### config.mk
export PLATFORM = sky130hd
export DESIGN_NAME = bcm_branch_call_move_executor
export DESIGN_NICKNAME = d
export VERILOG_FILES = /design/src/inc/bcm_pkg.sv /design/src/inc/bcm_ram_if.sv /design/src/hw/bcm_iram.sv /design/src/hw/bcm_pacer.sv /design/src/hw/bcm_branch_call_move_executor.sv
export VERILOG_INCLUDE_DIRS = /design/src /design/src/inc
export SDC_FILE = /design/constraint.sdc
export NUM_CORES = 2
export LEC_CHECK = 0
export ABC_AREA = 1
export BUFFER_PORTS_ARGS = -buffer_cell sky130_fd_sc_hd__buf_2
export CAP_MARGIN = 20
export CORE_MARGIN = 1
export CORE_UTILIZATION = 41
export DETAILED_ROUTE_END_ITERATION = 8
export PLACE_DENSITY_LB_ADDON = 0.12
export RECOVER_POWER = 50
export SYNTH_ARGS = -nofsm -noshare
export SYNTH_HDL_FRONTEND = slang
export SYNTH_SLANG_ARGS = --single-unit
### constraint.sdc
create_clock -name mclk_i -period 13.15 [get_ports mclk_i]
set_input_delay 0.6575 -clock mclk_i [delete_from_list [all_inputs] [get_ports mclk_i]]
set_output_delay 0.6575 -clock mclk_i [all_outputs]
set_load 0.01 [all_outputs]
### src/inc/bcm_defs.svh
// constants of the branch, call and move executor
`ifndef BCM_DEFS_SVH
`define BCM_DEFS_SVH

// ==========================================================
// timing and sizes
`define BCM_CLKS_PER_MC      4
`define BCM_IRAM_DEPTH       128

// ==========================================================
// opcodes
`define BCM_OP_JUMP_BIT_CLEAR     8'h30
`define BCM_OP_JUMP_CARRY_CLEAR   8'h50
`define BCM_OP_JUMP_ACC_NONZERO   8'h70
`define BCM_OP_JUMP_ACC_ZERO      8'h60
`define BCM_OP_LONG_CALL          8'h12
`define BCM_OP_LONG_JUMP          8'h02
`define BCM_OP_COPY_A_RN          8'hE8
`define BCM_OP_COPY_A_DIR         8'hE5
`define BCM_OP_COPY_A_IND         8'hE6
`define BCM_OP_COPY_A_IMM         8'h74
`define BCM_OP_COPY_RN_A          8'hF8
`define BCM_OP_COPY_RN_DIR        8'hA8
`define BCM_OP_COPY_RN_IMM        8'h78
`define BCM_OP_COPY_DIR_A         8'hF5
`define BCM_OP_COPY_DIR_RN        8'h88
`define BCM_OP_COPY_DIR_DIR       8'h85
`define BCM_OP_COPY_DIR_IND       8'h86
`define BCM_OP_COPY_DIR_IMM       8'h75
`define BCM_OP_COPY_IND_A         8'hF6
`define BCM_OP_COPY_IND_DIR       8'hA6
`define BCM_OP_COPY_IND_IMM       8'h76
`define BCM_OP_COPY_C_BIT         8'hA2
`define BCM_OP_COPY_BIT_C         8'h92
`define BCM_OP_LOAD_DATA_POINTER          8'h90
`define BCM_MASK_RN               8'hF8
`define BCM_MASK_RI               8'hFE

// ==========================================================
// special register addresses
`define BCM_SFR_ACC          8'hE0
`define BCM_SFR_B            8'hF0
`define BCM_SFR_PSW          8'hD0
`define BCM_SFR_SP           8'h81
`define BCM_SFR_DPL          8'h82
`define BCM_SFR_DPH          8'h83

// ==========================================================
// field positions and reset values
`define BCM_PSW_CY           7
`define BCM_PSW_BANK_HI      4
`define BCM_PSW_BANK_LO      3
`define BCM_BIT_RAM_HI       4'h2
`define BCM_SP_RST           8'h07
`define BCM_BYTE_RST         8'h00
`define BCM_PC_RST           16'h0000

`endif

### src/inc/bcm_pkg.sv
// types of the branch, call and move executor
`default_nettype none

package bcm_pkg;

  // ==========================================================
  // sequencer states
  typedef enum logic [2:0] {
    BCM_ST_OP,
    BCM_ST_B1,
    BCM_ST_B2,
    BCM_ST_EXEC,
    BCM_ST_PUSH2,
    BCM_ST_PAD
  } bcm_state_e;

  typedef logic [7:0]  bcm_byte_t;
  typedef logic [15:0] bcm_word_t;

endpackage : bcm_pkg

`default_nettype wire

### src/inc/bcm_ram_if.sv
// internal ram access bundle
`timescale 1ns/1ps
`default_nettype none

interface bcm_ram_if;
  logic [6:0] a_addr;
  logic [7:0] a_data;
  logic [6:0] b_addr;
  logic [7:0] b_data;
  logic       we;
  logic [6:0] w_addr;
  logic [7:0] w_data;

  modport ctrl (output a_addr, b_addr, we, w_addr, w_data, input a_data, b_data);
  modport mem  (input a_addr, b_addr, we, w_addr, w_data, output a_data, b_data);
endinterface : bcm_ram_if

`default_nettype wire

### src/hw/bcm_iram.sv
// internal data ram with two read ports and one write port
`timescale 1ns/1ps
`default_nettype none

module bcm_iram #(
  parameter int DEPTH = 128
) (
  // clock
  input  wire logic clk_i,
  // access
  bcm_ram_if.mem    ram
);

  logic [7:0] mem [DEPTH];

  assign ram.a_data = mem[ram.a_addr];
  assign ram.b_data = mem[ram.b_addr];

  always_ff @(posedge clk_i) begin
    if (ram.we) begin
      mem[ram.w_addr] <= ram.w_data;
    end
  end

endmodule : bcm_iram

`default_nettype wire

### src/hw/bcm_pacer.sv
// machine cycle pacer: marks the last core clock of an instruction
`timescale 1ns/1ps
`default_nettype none
`include "bcm_defs.svh"

module bcm_pacer (
  // clock and reset
  input  wire logic       clk_i,
  input  wire logic       rst_n_i,
  // control
  input  wire logic       start_i,
  input  wire logic [2:0] cycles_i,
  output logic            done_o
);

  logic [4:0] cnt;
  logic [4:0] target;
  wire  [4:0] clks = 5'(cycles_i * `BCM_CLKS_PER_MC);

  assign done_o = (cnt == target);

  always_ff @(posedge clk_i or negedge rst_n_i) begin
    if (!rst_n_i) begin
      cnt    <= 5'h00;
      target <= 5'h00;
    end else if (start_i) begin
      cnt    <= 5'h01;
      target <= 5'(clks - 5'h01);
    end else if (!done_o) begin
      cnt    <= 5'(cnt + 5'h01);
    end
  end

endmodule : bcm_pacer

`default_nettype wire

### src/hw/bcm_branch_call_move_executor.sv
// decode and execute of relative jumps, long call, long jump and moves
`timescale 1ns/1ps
`default_nettype none
`include "bcm_defs.svh"

module bcm_branch_call_move_executor (
  // clock and reset
  input  wire logic              mclk_i,
  input  wire logic              arst_n_i,
  // program memory
  output logic [15:0]            rom_addr_o,
  input  wire bcm_pkg::bcm_byte_t rom_data_i,
  // write port of special registers kept outside
  output logic                   sfr_we_o,
  output logic [7:0]             sfr_addr_o,
  output logic [7:0]             sfr_wdata_o,
  // core state
  output logic [15:0]            pc_o,
  output logic [7:0]             acc_o,
  output logic [7:0]             psw_o,
  output logic [7:0]             sp_o,
  output logic [15:0]            data_pointer_o,
  output logic                   insn_done_o
);
  import bcm_pkg::*;

  // ==========================================================
  // reset release
  logic rst_meta;
  logic rst_n;

  always_ff @(posedge mclk_i or negedge arst_n_i) begin
    if (!arst_n_i) begin
      rst_meta <= 1'b0;
      rst_n    <= 1'b0;
    end else begin
      rst_meta <= 1'b1;
      rst_n    <= rst_meta;
    end
  end

  // ==========================================================
  // state
  bcm_state_e state;
  bcm_byte_t  opcode;
  bcm_byte_t  b1;
  bcm_byte_t  b2;
  logic [1:0] nbytes;
  bcm_word_t  pc;
  bcm_byte_t  acc;
  bcm_byte_t  breg;
  bcm_byte_t  psw;
  bcm_byte_t  sp;
  bcm_byte_t  data_pointer_high;
  bcm_byte_t  data_pointer_low;
  logic       mc_done;

  assign pc_o   = pc;
  assign acc_o  = acc;
  assign psw_o  = psw;
  assign sp_o   = sp;
  assign data_pointer_o = {data_pointer_high, data_pointer_low};

  // ==========================================================
  // opcode decode
  wire bcm_byte_t dec_op = (state == BCM_ST_OP) ? rom_data_i : opcode;
  wire bcm_byte_t op_rn  = dec_op & `BCM_MASK_RN;
  wire bcm_byte_t op_ri  = dec_op & `BCM_MASK_RI;

  wire op_jnb      = (dec_op == `BCM_OP_JUMP_BIT_CLEAR);
  wire op_jnc      = (dec_op == `BCM_OP_JUMP_CARRY_CLEAR);
  wire op_jnz      = (dec_op == `BCM_OP_JUMP_ACC_NONZERO);
  wire op_jz       = (dec_op == `BCM_OP_JUMP_ACC_ZERO);
  wire op_long_subroutine_call    = (dec_op == `BCM_OP_LONG_CALL);
  wire op_long_absolute_jump     = (dec_op == `BCM_OP_LONG_JUMP);
  wire op_a_rn     = (op_rn == `BCM_OP_COPY_A_RN);
  wire op_a_dir    = (dec_op == `BCM_OP_COPY_A_DIR);
  wire op_a_ind    = (op_ri == `BCM_OP_COPY_A_IND);
  wire op_a_imm    = (dec_op == `BCM_OP_COPY_A_IMM);
  wire op_rn_a     = (op_rn == `BCM_OP_COPY_RN_A);
  wire op_rn_dir   = (op_rn == `BCM_OP_COPY_RN_DIR);
  wire op_rn_imm   = (op_rn == `BCM_OP_COPY_RN_IMM);
  wire op_dir_a    = (dec_op == `BCM_OP_COPY_DIR_A);
  wire op_dir_rn   = (op_rn == `BCM_OP_COPY_DIR_RN);
  wire op_dir_dir  = (dec_op == `BCM_OP_COPY_DIR_DIR);
  wire op_dir_ind  = (op_ri == `BCM_OP_COPY_DIR_IND);
  wire op_dir_imm  = (dec_op == `BCM_OP_COPY_DIR_IMM);
  wire op_ind_a    = (op_ri == `BCM_OP_COPY_IND_A);
  wire op_ind_dir  = (op_ri == `BCM_OP_COPY_IND_DIR);
  wire op_ind_imm  = (op_ri == `BCM_OP_COPY_IND_IMM);
  wire op_c_bit    = (dec_op == `BCM_OP_COPY_C_BIT);
  wire op_bit_c    = (dec_op == `BCM_OP_COPY_BIT_C);
  wire op_data_pointer     = (dec_op == `BCM_OP_LOAD_DATA_POINTER);

  // ==========================================================
  // length and duration
  wire len3 = op_jnb | op_long_subroutine_call | op_long_absolute_jump | op_dir_dir | op_dir_imm | op_data_pointer;
  wire len2 = op_jnc | op_jnz | op_jz | op_a_imm | op_rn_imm | op_dir_rn
            | op_c_bit | op_bit_c | op_a_dir | op_rn_dir | op_dir_a
            | op_dir_ind | op_ind_dir | op_ind_imm;
  wire [1:0] insn_bytes = len3 ? 2'd3 : (len2 ? 2'd2 : 2'd1);
  wire [2:0] insn_cycles = (op_jnb | op_long_subroutine_call | op_long_absolute_jump) ? 3'd4 :
                           (op_jnc | op_jnz | op_jz)     ? 3'd3 :
                           {1'b0, insn_bytes};

  bcm_pacer u_pacer (
    .clk_i    (mclk_i),
    .rst_n_i  (rst_n),
    .start_i  (state == BCM_ST_OP),
    .cycles_i (insn_cycles),
    .done_o   (mc_done)
  );

  // ==========================================================
  // operand addressing
  bcm_ram_if ram_bus ();

  bcm_iram #(
    .DEPTH (`BCM_IRAM_DEPTH)
  ) u_iram (
    .clk_i (mclk_i),
    .ram   (ram_bus.mem)
  );

  wire [1:0]  bank     = psw[`BCM_PSW_BANK_HI:`BCM_PSW_BANK_LO];
  wire bcm_byte_t reg_addr = {3'b000, bank, opcode[2:0]};
  wire bcm_byte_t ri_val   = ram_bus.a_data;
  wire bcm_byte_t bit_byte = b1[7] ? {b1[7:3], 3'b000} : {`BCM_BIT_RAM_HI, b1[6:3]};
  wire bcm_byte_t bit_mask = 8'h01 << b1[2:0];

  wire is_bitop  = op_jnb | op_c_bit | op_bit_c;
  wire src_rn    = op_a_rn | op_dir_rn;
  wire src_ind   = op_a_ind | op_dir_ind;
  wire src_acc   = op_rn_a | op_dir_a | op_ind_a;
  wire src_imm1  = op_a_imm | op_rn_imm | op_ind_imm;
  wire src_imm2  = op_dir_imm;
  wire bcm_byte_t rd_dir = is_bitop ? bit_byte : (src_rn ? reg_addr : b1);

  assign ram_bus.a_addr = {2'b00, bank, 2'b00, opcode[0]};
  assign ram_bus.b_addr = src_ind ? ri_val[6:0] : rd_dir[6:0];

  wire bcm_byte_t sfr_rd =
      (rd_dir == `BCM_SFR_ACC) ? acc  :
      (rd_dir == `BCM_SFR_B)   ? breg :
      (rd_dir == `BCM_SFR_PSW) ? psw  :
      (rd_dir == `BCM_SFR_SP)  ? sp   :
      (rd_dir == `BCM_SFR_DPL) ? data_pointer_low  :
      (rd_dir == `BCM_SFR_DPH) ? data_pointer_high  : `BCM_BYTE_RST;
  wire bcm_byte_t dir_val = rd_dir[7] ? sfr_rd : ram_bus.b_data;
  wire bcm_byte_t src_val = src_acc  ? acc :
                            src_imm1 ? b1  :
                            src_imm2 ? b2  :
                            src_ind  ? ram_bus.b_data : dir_val;
  wire bit_val = |(dir_val & bit_mask);
  wire carry   = psw[`BCM_PSW_CY];
  wire bcm_byte_t bit_new = (dir_val & ~bit_mask) | (carry ? bit_mask : 8'h00);

  // ==========================================================
  // destination
  wire dst_acc  = op_a_rn | op_a_dir | op_a_ind | op_a_imm;
  wire dst_rn   = op_rn_a | op_rn_dir | op_rn_imm;
  wire dst_ind  = op_ind_a | op_ind_dir | op_ind_imm;
  wire dst_b2   = op_dir_dir;
  wire byte_mov = dst_acc | dst_rn | dst_ind | dst_b2 | op_dir_a
                | op_dir_rn | op_dir_imm | op_dir_ind;
  wire bcm_byte_t wr_addr = dst_acc  ? `BCM_SFR_ACC :
                            dst_rn   ? reg_addr :
                            dst_b2   ? b2 :
                            op_bit_c ? bit_byte : b1;
  wire bcm_byte_t wr_data = op_bit_c ? bit_new : src_val;

  wire in_exec  = (state == BCM_ST_EXEC);
  wire exec_wr  = in_exec & (byte_mov | op_bit_c);
  wire wr_ram   = exec_wr & (dst_ind | ~wr_addr[7]);
  wire wr_sfr   = exec_wr & ~dst_ind & wr_addr[7];
  wire wr_acc   = wr_sfr & (wr_addr == `BCM_SFR_ACC);
  wire wr_b     = wr_sfr & (wr_addr == `BCM_SFR_B);
  wire wr_psw   = wr_sfr & (wr_addr == `BCM_SFR_PSW);
  wire wr_sp    = wr_sfr & (wr_addr == `BCM_SFR_SP);
  wire wr_dpl   = wr_sfr & (wr_addr == `BCM_SFR_DPL);
  wire wr_dph   = wr_sfr & (wr_addr == `BCM_SFR_DPH);
  wire wr_ext   = wr_sfr & ~(wr_acc | wr_b | wr_psw | wr_sp | wr_dpl | wr_dph);

  // ==========================================================
  // stack pushes of the long call
  wire push_lo  = in_exec & op_long_subroutine_call;
  wire push_hi  = (state == BCM_ST_PUSH2);
  wire push_wr  = push_lo | push_hi;
  wire bcm_byte_t sp_inc = 8'(sp + 8'h01);

  assign ram_bus.we     = wr_ram | push_wr;
  assign ram_bus.w_addr = push_wr ? sp_inc[6:0] : (dst_ind ? ri_val[6:0] : wr_addr[6:0]);
  assign ram_bus.w_data = push_hi ? pc[15:8] : (push_lo ? pc[7:0] : wr_data);

  // ==========================================================
  // branch resolution
  wire bcm_byte_t rel8 = op_jnb ? b2 : b1;
  wire bcm_word_t rel_target = 16'(pc + {{8{rel8[7]}}, rel8});
  wire bcm_word_t abs_target = {b1, b2};
  wire take = (op_jnb & ~bit_val)
            | (op_jnc & ~carry)
            | (op_jnz & (|acc))
            | (op_jz  & ~(|acc));
  wire bcm_word_t exec_pc = take ? rel_target : (op_long_absolute_jump ? abs_target : pc);
  wire bcm_word_t pc_inc  = 16'(pc + 16'h0001);

  // ==========================================================
  // sequencer
  always_ff @(posedge mclk_i or negedge rst_n) begin
    if (!rst_n) begin
      state      <= BCM_ST_OP;
      opcode     <= `BCM_BYTE_RST;
      b1         <= `BCM_BYTE_RST;
      b2         <= `BCM_BYTE_RST;
      nbytes     <= 2'd1;
      pc         <= `BCM_PC_RST;
      rom_addr_o <= `BCM_PC_RST;
    end else begin
      case (state)
        BCM_ST_OP: begin
          opcode     <= rom_data_i;
          nbytes     <= insn_bytes;
          pc         <= pc_inc;
          rom_addr_o <= pc_inc;
          state      <= (insn_bytes == 2'd1) ? BCM_ST_EXEC : BCM_ST_B1;
        end
        BCM_ST_B1: begin
          b1         <= rom_data_i;
          pc         <= pc_inc;
          rom_addr_o <= pc_inc;
          state      <= (nbytes == 2'd3) ? BCM_ST_B2 : BCM_ST_EXEC;
        end
        BCM_ST_B2: begin
          b2         <= rom_data_i;
          pc         <= pc_inc;
          state      <= BCM_ST_EXEC;
        end
        BCM_ST_EXEC: begin
          pc    <= exec_pc;
          state <= op_long_subroutine_call ? BCM_ST_PUSH2 : BCM_ST_PAD;
        end
        BCM_ST_PUSH2: begin
          pc    <= abs_target;
          state <= BCM_ST_PAD;
        end
        BCM_ST_PAD: begin
          if (mc_done) begin
            rom_addr_o <= pc;
            state      <= BCM_ST_OP;
          end
        end
        default: begin
          state <= BCM_ST_PAD;
        end
      endcase
    end
  end

  // ==========================================================
  // accumulator, b and flags
  always_ff @(posedge mclk_i or negedge rst_n) begin
    if (!rst_n) begin
      acc  <= `BCM_BYTE_RST;
      breg <= `BCM_BYTE_RST;
      psw  <= `BCM_BYTE_RST;
    end else begin
      if (wr_acc) begin
        acc <= wr_data;
      end
      if (wr_b) begin
        breg <= wr_data;
      end
      if (wr_psw) begin
        psw <= wr_data;
      end else if (in_exec & op_c_bit) begin
        psw[`BCM_PSW_CY] <= bit_val;
      end
    end
  end

  // ==========================================================
  // stack index and data pointer
  always_ff @(posedge mclk_i or negedge rst_n) begin
    if (!rst_n) begin
      sp  <= `BCM_SP_RST;
      data_pointer_high <= `BCM_BYTE_RST;
      data_pointer_low <= `BCM_BYTE_RST;
    end else begin
      if (push_wr) begin
        sp <= sp_inc;
      end else if (wr_sp) begin
        sp <= wr_data;
      end
      if (in_exec & op_data_pointer) begin
        data_pointer_high <= b1;
        data_pointer_low <= b2;
      end else begin
        if (wr_dph) begin
          data_pointer_high <= wr_data;
        end
        if (wr_dpl) begin
          data_pointer_low <= wr_data;
        end
      end
    end
  end

  // ==========================================================
  // outside special registers and completion
  always_ff @(posedge mclk_i or negedge rst_n) begin
    if (!rst_n) begin
      sfr_we_o    <= 1'b0;
      sfr_addr_o  <= `BCM_BYTE_RST;
      sfr_wdata_o <= `BCM_BYTE_RST;
      insn_done_o <= 1'b0;
    end else begin
      sfr_we_o    <= wr_ext;
      sfr_addr_o  <= wr_ext ? wr_addr : sfr_addr_o;
      sfr_wdata_o <= wr_ext ? wr_data : sfr_wdata_o;
      insn_done_o <= (state == BCM_ST_PAD) & mc_done;
    end
  end

endmodule : bcm_branch_call_move_executor

`default_nettype wire

[After elaboration in Yosys (flattened, before gate mapping)]
Memory sizes are Yosys's and may differ from the RTL's.
Cells that the tools add are included.
Widths: inputs -> output; s select.
Word-level totals
  bits in registers: 139
  bits in writable memories: 1024
  input bits: 10
  output and inout port bits: 90
  logic and storage cells: 223
  memories: 1
Operators by class
  $add $sub $neg: 5
  eq/ne operators: 47
  shift-type cells: 1
  muxes and demuxes: 53
  bitwise logic cells: 81
  reductions and logical operators: 13
Memory list
  u_iram.mem: depth 128, width 8, read ports 2, clocked after Yosys merged registers in 0, write ports 1, RTL line bcm_iram.sv:14  | logic [7:0] mem [DEPTH];
Operator list (count)
  $mux 8: 30
  $eq 8x8->1 const B: 18
  $or 1x1->1: 52
  $mux 16: 3
  $pmux 16 s3: 1
  $eq 8x7->1 const B: 5
  $pmux 16 s2: 1
  $eq 7x7->1 const B: 4
  $mux 7: 3
  $eq 5x5->1 const B: 4
  $and 1x1->1: 19
  $add 16x1->16 const B: 1
  $add 16x16->16: 1
  $and 8x8->8: 2
  $reduce_or 8->1: 2
  $pmux 3 s5: 1
  $mux 5: 2
  $reduce_bool 2->1: 5
  $add 8x1->8 const B: 1
  $eq 8x2->1 const B: 1
  $eq 8x5->1 const B: 1
  $eq 8x6->1 const B: 1
  $mux 2: 4
  $not 8->8: 1
  23 further kinds: 37

[Logic depth before layout (Yosys ltp)]
  word-level depth: 25
  gate-level depth with buffers: 37
  mapped depth without buffers: 33

[Modules after synthesis]
Synthesis repeated with hierarchy kept, for this count alone.
Second synthesis, totals
  cells, all modules: 7441
  area, all modules: 63015.4 sq um
Modules (own cells, without submodules)
  bcm_iram: instances 1, cells an instance 5916, area an instance 52674.3 sq um, sequential area each 30749.5 sq um
  bcm_branch_call_move_executor: instances 1, cells an instance 1449, area an instance 9751.9 sq um, sequential area each 3233.1 sq um
  bcm_pacer: instances 1, cells an instance 76, area an instance 589.3 sq um, sequential area each 225.2 sq um

[Worst setup path before layout]
OpenSTA, ideal clock, no wires.
  path kind: register -> register
  start point: register state[1]
  end point: memory u_iram.mem[0][5] (data pin)
  arrival time: 5.472 ns
  slack: 6.757 ns
  cell stages (with the launch flop): 11
  path buffers: 1
  clock period less this slack: 6.393 ns
  path through: dfrtp_1 -> nor2_4 -> buf_6 -> nand3_1 -> nand2_4 -> nand2_2 -> nor2_4 -> nand3_1 -> nor3_1 -> inv_1 -> o221ai_1
Between the ends
  longest elaborated chain between the ends: 21
  elaborated cells between the ends (all ways): 54
  those cells by class: 23 x eq/ne; 18 x mux; 11 x bitwise; 1 x reduce/logical; 1 x memory
RTL lines
  start, declared: RTL line bcm_branch_call_move_executor.sv:44  | bcm_state_e state;
  start signal, assigned: RTL line bcm_branch_call_move_executor.sv:225  | state <= (insn_bytes == 2'd1) ? BCM_ST_EXEC : BCM_ST_B1;
  start signal, assigned: RTL line bcm_branch_call_move_executor.sv:231  | state <= (nbytes == 2'd3) ? BCM_ST_B2 : BCM_ST_EXEC;
  start signal, assigned: RTL line bcm_branch_call_move_executor.sv:240  | state <= op_long_subroutine_call ? BCM_ST_PUSH2 : BCM_ST_PAD;
  $logic_not 3->1: RTL line bcm_branch_call_move_executor.sv:66  | wire bcm_byte_t dec_op = (state == BCM_ST_OP) ? rom_data_i : opcode;
  $mux 8
  $eq 8x6->1 (no source line), or another cell as far along
  $or 1x1->1 (on tied branches): RTL line bcm_branch_call_move_executor.sv:131, bcm_branch_call_move_executor.sv:132
  $or 1x1->1 / $mux 8 (equally long branches): RTL line bcm_branch_call_move_executor.sv:131, bcm_branch_call_move_executor.sv:137
  $mux 8: RTL line bcm_branch_call_move_executor.sv:137  | wire bcm_byte_t rd_dir = is_bitop ? bit_byte : (src_rn ? reg_addr : b1);
  $eq 8x8->1 (no source line)
  $mux 8 (no source line) (6 in series)
  $mux 8: RTL line bcm_branch_call_move_executor.sv:149  | wire bcm_byte_t dir_val = rd_dir[7] ? sfr_rd : ram_bus.b_data;
  $mux 8: RTL line bcm_branch_call_move_executor.sv:153  | src_ind ? ram_bus.b_data : dir_val;
  $mux 8: RTL line bcm_branch_call_move_executor.sv:152  | src_imm2 ? b2 :
  $mux 8: RTL line bcm_branch_call_move_executor.sv:151  | src_imm1 ? b1 :
  $mux 8: RTL line bcm_branch_call_move_executor.sv:150  | wire bcm_byte_t src_val = src_acc ? acc :
  $mux 8: RTL line bcm_branch_call_move_executor.sv:170  | wire bcm_byte_t wr_data = op_bit_c ? bit_new : src_val;
  $mux 8: RTL line bcm_branch_call_move_executor.sv:193  | assign ram_bus.w_data = push_hi ? pc[15:8] : (push_lo ? pc[7:0] : wr_data);
  $mux 8 (*): RTL line bcm_branch_call_move_executor.sv:193
  via ram_bus.w_data[5]: RTL line bcm_ram_if.sv:12  | logic [7:0] w_data;
  end, declared: RTL line bcm_iram.sv:14
The timed path passes the listed nets; every way through them passes the cells marked *.

[Worst setup path after layout]
  start point: register state[1]
  end point: memory u_iram.mem[47][1] (data pin)
Between the ends
  longest elaborated chain between the ends: 21
  elaborated cells between the ends (all ways): 54
  those cells by class: 23 x eq/ne; 18 x mux; 11 x bitwise; 1 x reduce/logical; 1 x memory
RTL lines (RTL line)
  $logic_not 3->1 (*): bcm_branch_call_move_executor.sv:66
  $mux 8 (*)
  via dec_op[4]: bcm_branch_call_move_executor.sv:66
  $eq 8x6->1 (no source line), or another cell as far along
  $or 1x1->1 (on tied branches): bcm_branch_call_move_executor.sv:131, bcm_branch_call_move_executor.sv:132
  $or 1x1->1 / $mux 8 (equally long branches): bcm_branch_call_move_executor.sv:131, bcm_branch_call_move_executor.sv:137
  $mux 8: bcm_branch_call_move_executor.sv:137
  $eq 8x8->1 (no source line)
  $mux 8 (no source line) (6 in series)
  $mux 8: bcm_branch_call_move_executor.sv:149
  $mux 8: bcm_branch_call_move_executor.sv:153
  $mux 8: bcm_branch_call_move_executor.sv:152
  $mux 8: bcm_branch_call_move_executor.sv:151
  $mux 8: bcm_branch_call_move_executor.sv:150
  $mux 8: bcm_branch_call_move_executor.sv:170
  $mux 8 (*) (2 in series): bcm_branch_call_move_executor.sv:193
  via ram_bus.w_data[1]: bcm_ram_if.sv:12
Marks and branches as above.

==> flow_summary.ini <==
[run_status]
status = complete, but fails checks
violations = max-capacitance violations, max-slew violations

[synthesis]
ys_seq_area_frac = 0.622
synth_warnings = 0
ys_async_sr_fraction = 0.119
synth.distinct_cells = 60
synth_area_leaders = edfxtp_1 (56%), nand2_1 (10%), nand3_1 (8.2%)
synth_edf_count = 1024
synth_ff_type = edfxtp_1
synth_area_sq_um = 55000
synth_seq_cells = 1162
syn-instance-count = 5660
synth.avg_cell_area_sq_um = 9.72
yosysTopAreaCell = edfxtp_1
synth_fp_nets = 5690
synth_top_cell_area_share = 0.559

[final_layout]
syn_to_final_growth_pct = 10.2
final_nets = 5703
layout_common_cells = nand2_1 (1,494), edfxtp_1 (1,024), nand3_1 (905)
diodes = 0
drive_above_1_share = 0.0549
layout_commonest_cell = nand2_1
fillers = 12700

[detailed_routing]
drtIter0Drc = 3790
wl_per_cell_microns = 22.4
vias = 39900
drc_errors = 0
firstDrtPassIters = 5
wirelength_mm = 169
ant_nets = 0
via_per_inst = 5.29

[global_route]
grt_util_met3 = 0.0471
grt_pass1_vias = 37500
overflow = 0
grt_pass1_wl_mm = 250
gr-usage-met1 = 0.351
antenna_found_initial = 3
use_met2 = 0.383
grt_start_max_net_pins = 171
grt.total_usage = 0.247
gr-max-usage-layer = met2

[cts]
clkTransAtPathRegs_ns = 0.06
cts_tree = built
cts.sinks = 1162
clock_tree.buffer_depth = 3
clk_latency_ns = 0.78
h-tree-depth = 4
clockRootBuffer = clkbuf_16
cts_made_buffers = 135

[worst_setup_path]
slowest_delay_ns = 0.81
arrival_ns = 10.07
worstSetupStartpointType = flop
crit_buf_inv = 3
cpMaxStageDelayCell = nand2_1
r2r-start = state[1]
crit_fanout = 113
crit_type = reg2reg
cpMostUsedCell = nand2_1
reg2reg_slack_ns = 3.55
rr_endpoint = u_iram.mem[47][1]
reg2reg_depth = 32
cpLargestDelayFamily = simple AND/OR/NAND/NOR gates
worstSetupEndpointType = flop
crit_required_ns = 13.62

[die]
die_w_microns = 368
rows = 134
die-area_sq_um = 136000
initial_core_util = 0.413
io_pins = 100
die_h_microns = 368
fp.coreArea_sq_um = 133000

[sta]
fmax_mhz = 104
finalCritPeriodShare = 0.730
grt_setup_unrepaired = no
hold_viol_final = 0
fin_skew_ns = 0.0257
min_period_ns = 9.60
fin_setup_tns_ns = 0
setup_violations = 0
relSlewSlack = -1.67
worst_pin_slew_ns = 4.00
slew_violations = 308

[placed_design]
dp_hpwl_mm = 101
gp_routability_congestion = 0.917
numPortBuffers = 99

[flow_run]
cap_viol_max_count = 17

[worst_hold_path]
min_from = rom_data_i[5]
min_path_cells = 3
holdPathEnd = b1[5]
hp-class = in2reg
[worst max-delay path by stage]
stage                         start                end  slack (ns)  depth (start not counted)
after global placement    opcode[0]  u_iram.mem[39][1]        4.61                         34
after CTS                 opcode[0]  u_iram.mem[32][1]        4.47                         34
final                      state[1]  u_iram.mem[47][1]        3.55                         32
after global routing       state[1]  u_iram.mem[38][1]        2.62                         32
after detailed placement  opcode[0]  u_iram.mem[38][1]        4.48                         34
after floorplan            state[1]   u_iram.mem[0][5]        6.76                         10
[kinds of logic after synthesis]
family	count (synthesis)	share of synthesized area
AND/OR/NAND/NOR	2834	0.226
flip-flops	1162	0.622
buffers and inverters	1103	0.0863
AO/OA/AOI/OAI	501	0.0544
XOR/XNOR	37	0.00589
adder cells (fa/ha/maj)	20	0.00469
multiplexers	2	0.000410
other	1	0.0000682
[sequential cells by signal (all words and copies together), names as in the netlist, 4 cells and up, named ones only]
name and cells:
b1 8, pc_o 16, psw_o 8, breg 8
data_pointer_high 8, sfr_addr_o 8, b2 8, data_pointer_low 8
u_iram.mem 1024, rom_addr_o 16, acc_o 8, u_pacer.target 4
opcode 8, sfr_wdata_o 8, sp_o 8, u_pacer.cnt 5
[worst reg2reg max path: cells and delay by family (launching register included)]
family	cells	cell delay [ns]
simple gates	26	6.41
compound gates	3	0.68
flops	1	0.44
buf+inv	3	1.72
[through the flow]
stage	util	cell area (sq um)	hold slack [ns]	cells	setup WS, ns
after floorplan	-	55000	0.331	5660	6.76
after global placement	0.426	56800	0.336	7301	4.61
after detailed placement	0.426	56800	0.340	7301	4.48
after CTS	0.457	60900	0.166	7540	4.47
after global routing	0.455	60600	0.204	7542	2.62
final	0.455	60600	0.216	7542	3.55
[Yosys cell counts (all sizes together) (2+ instances only)]
master,count
ha,19
nor4,9
a22oi,5
o21bai,7
and2,2
nand3b,52
a21oi,125
a21boi,2
nand3,911
xnor2,11
nor2,281
o221ai,2
nor3,40
o22ai,13
dfrtp,134
edfxtp,1024
nand4,15
clkinv,5
clkbuf,60
o21a,2
a211oi,2
xor2,26
o211ai,116
a21o,7
a31oi,29
or2,4
nand2,1519
mux2,2
inv,808
o21ai,184
dfstp,4
o2111ai,3
buf,230
o31ai,2
[repair_timing]
action	CTS	global route
gates resized for setup	0	0
hold buffers	1	0
hold endpoints to repair	2	0
setup buffers	0	0
[layout make-up]
class	count	area [sq um]	share of cell area
clock inverters	58	483	0.00797
well taps	1768	2210	0.0365
flip-flops and latches	1162	34200	0.564
repair buffers	166	973	0.0161
multi-input cells	3395	16100	0.265
inverters	813	3060	0.0504
clock buffers	180	3600	0.0594
[layer usage]
| metal | wire length (microns) | vias to the layer above |
|---|---|---|
| met2 | 76700 | 1262 |
| met5 | 12 | - |
| met4 | 4010 | 2 |
| li1 | - | 18900 |
| met3 | 12000 | 224 |
| met1 | 76300 | 19500 |
Power is left out: the tool's default activity adds up to more than one toggle a clock period on the data nets, which glitch-free logic cannot reach.
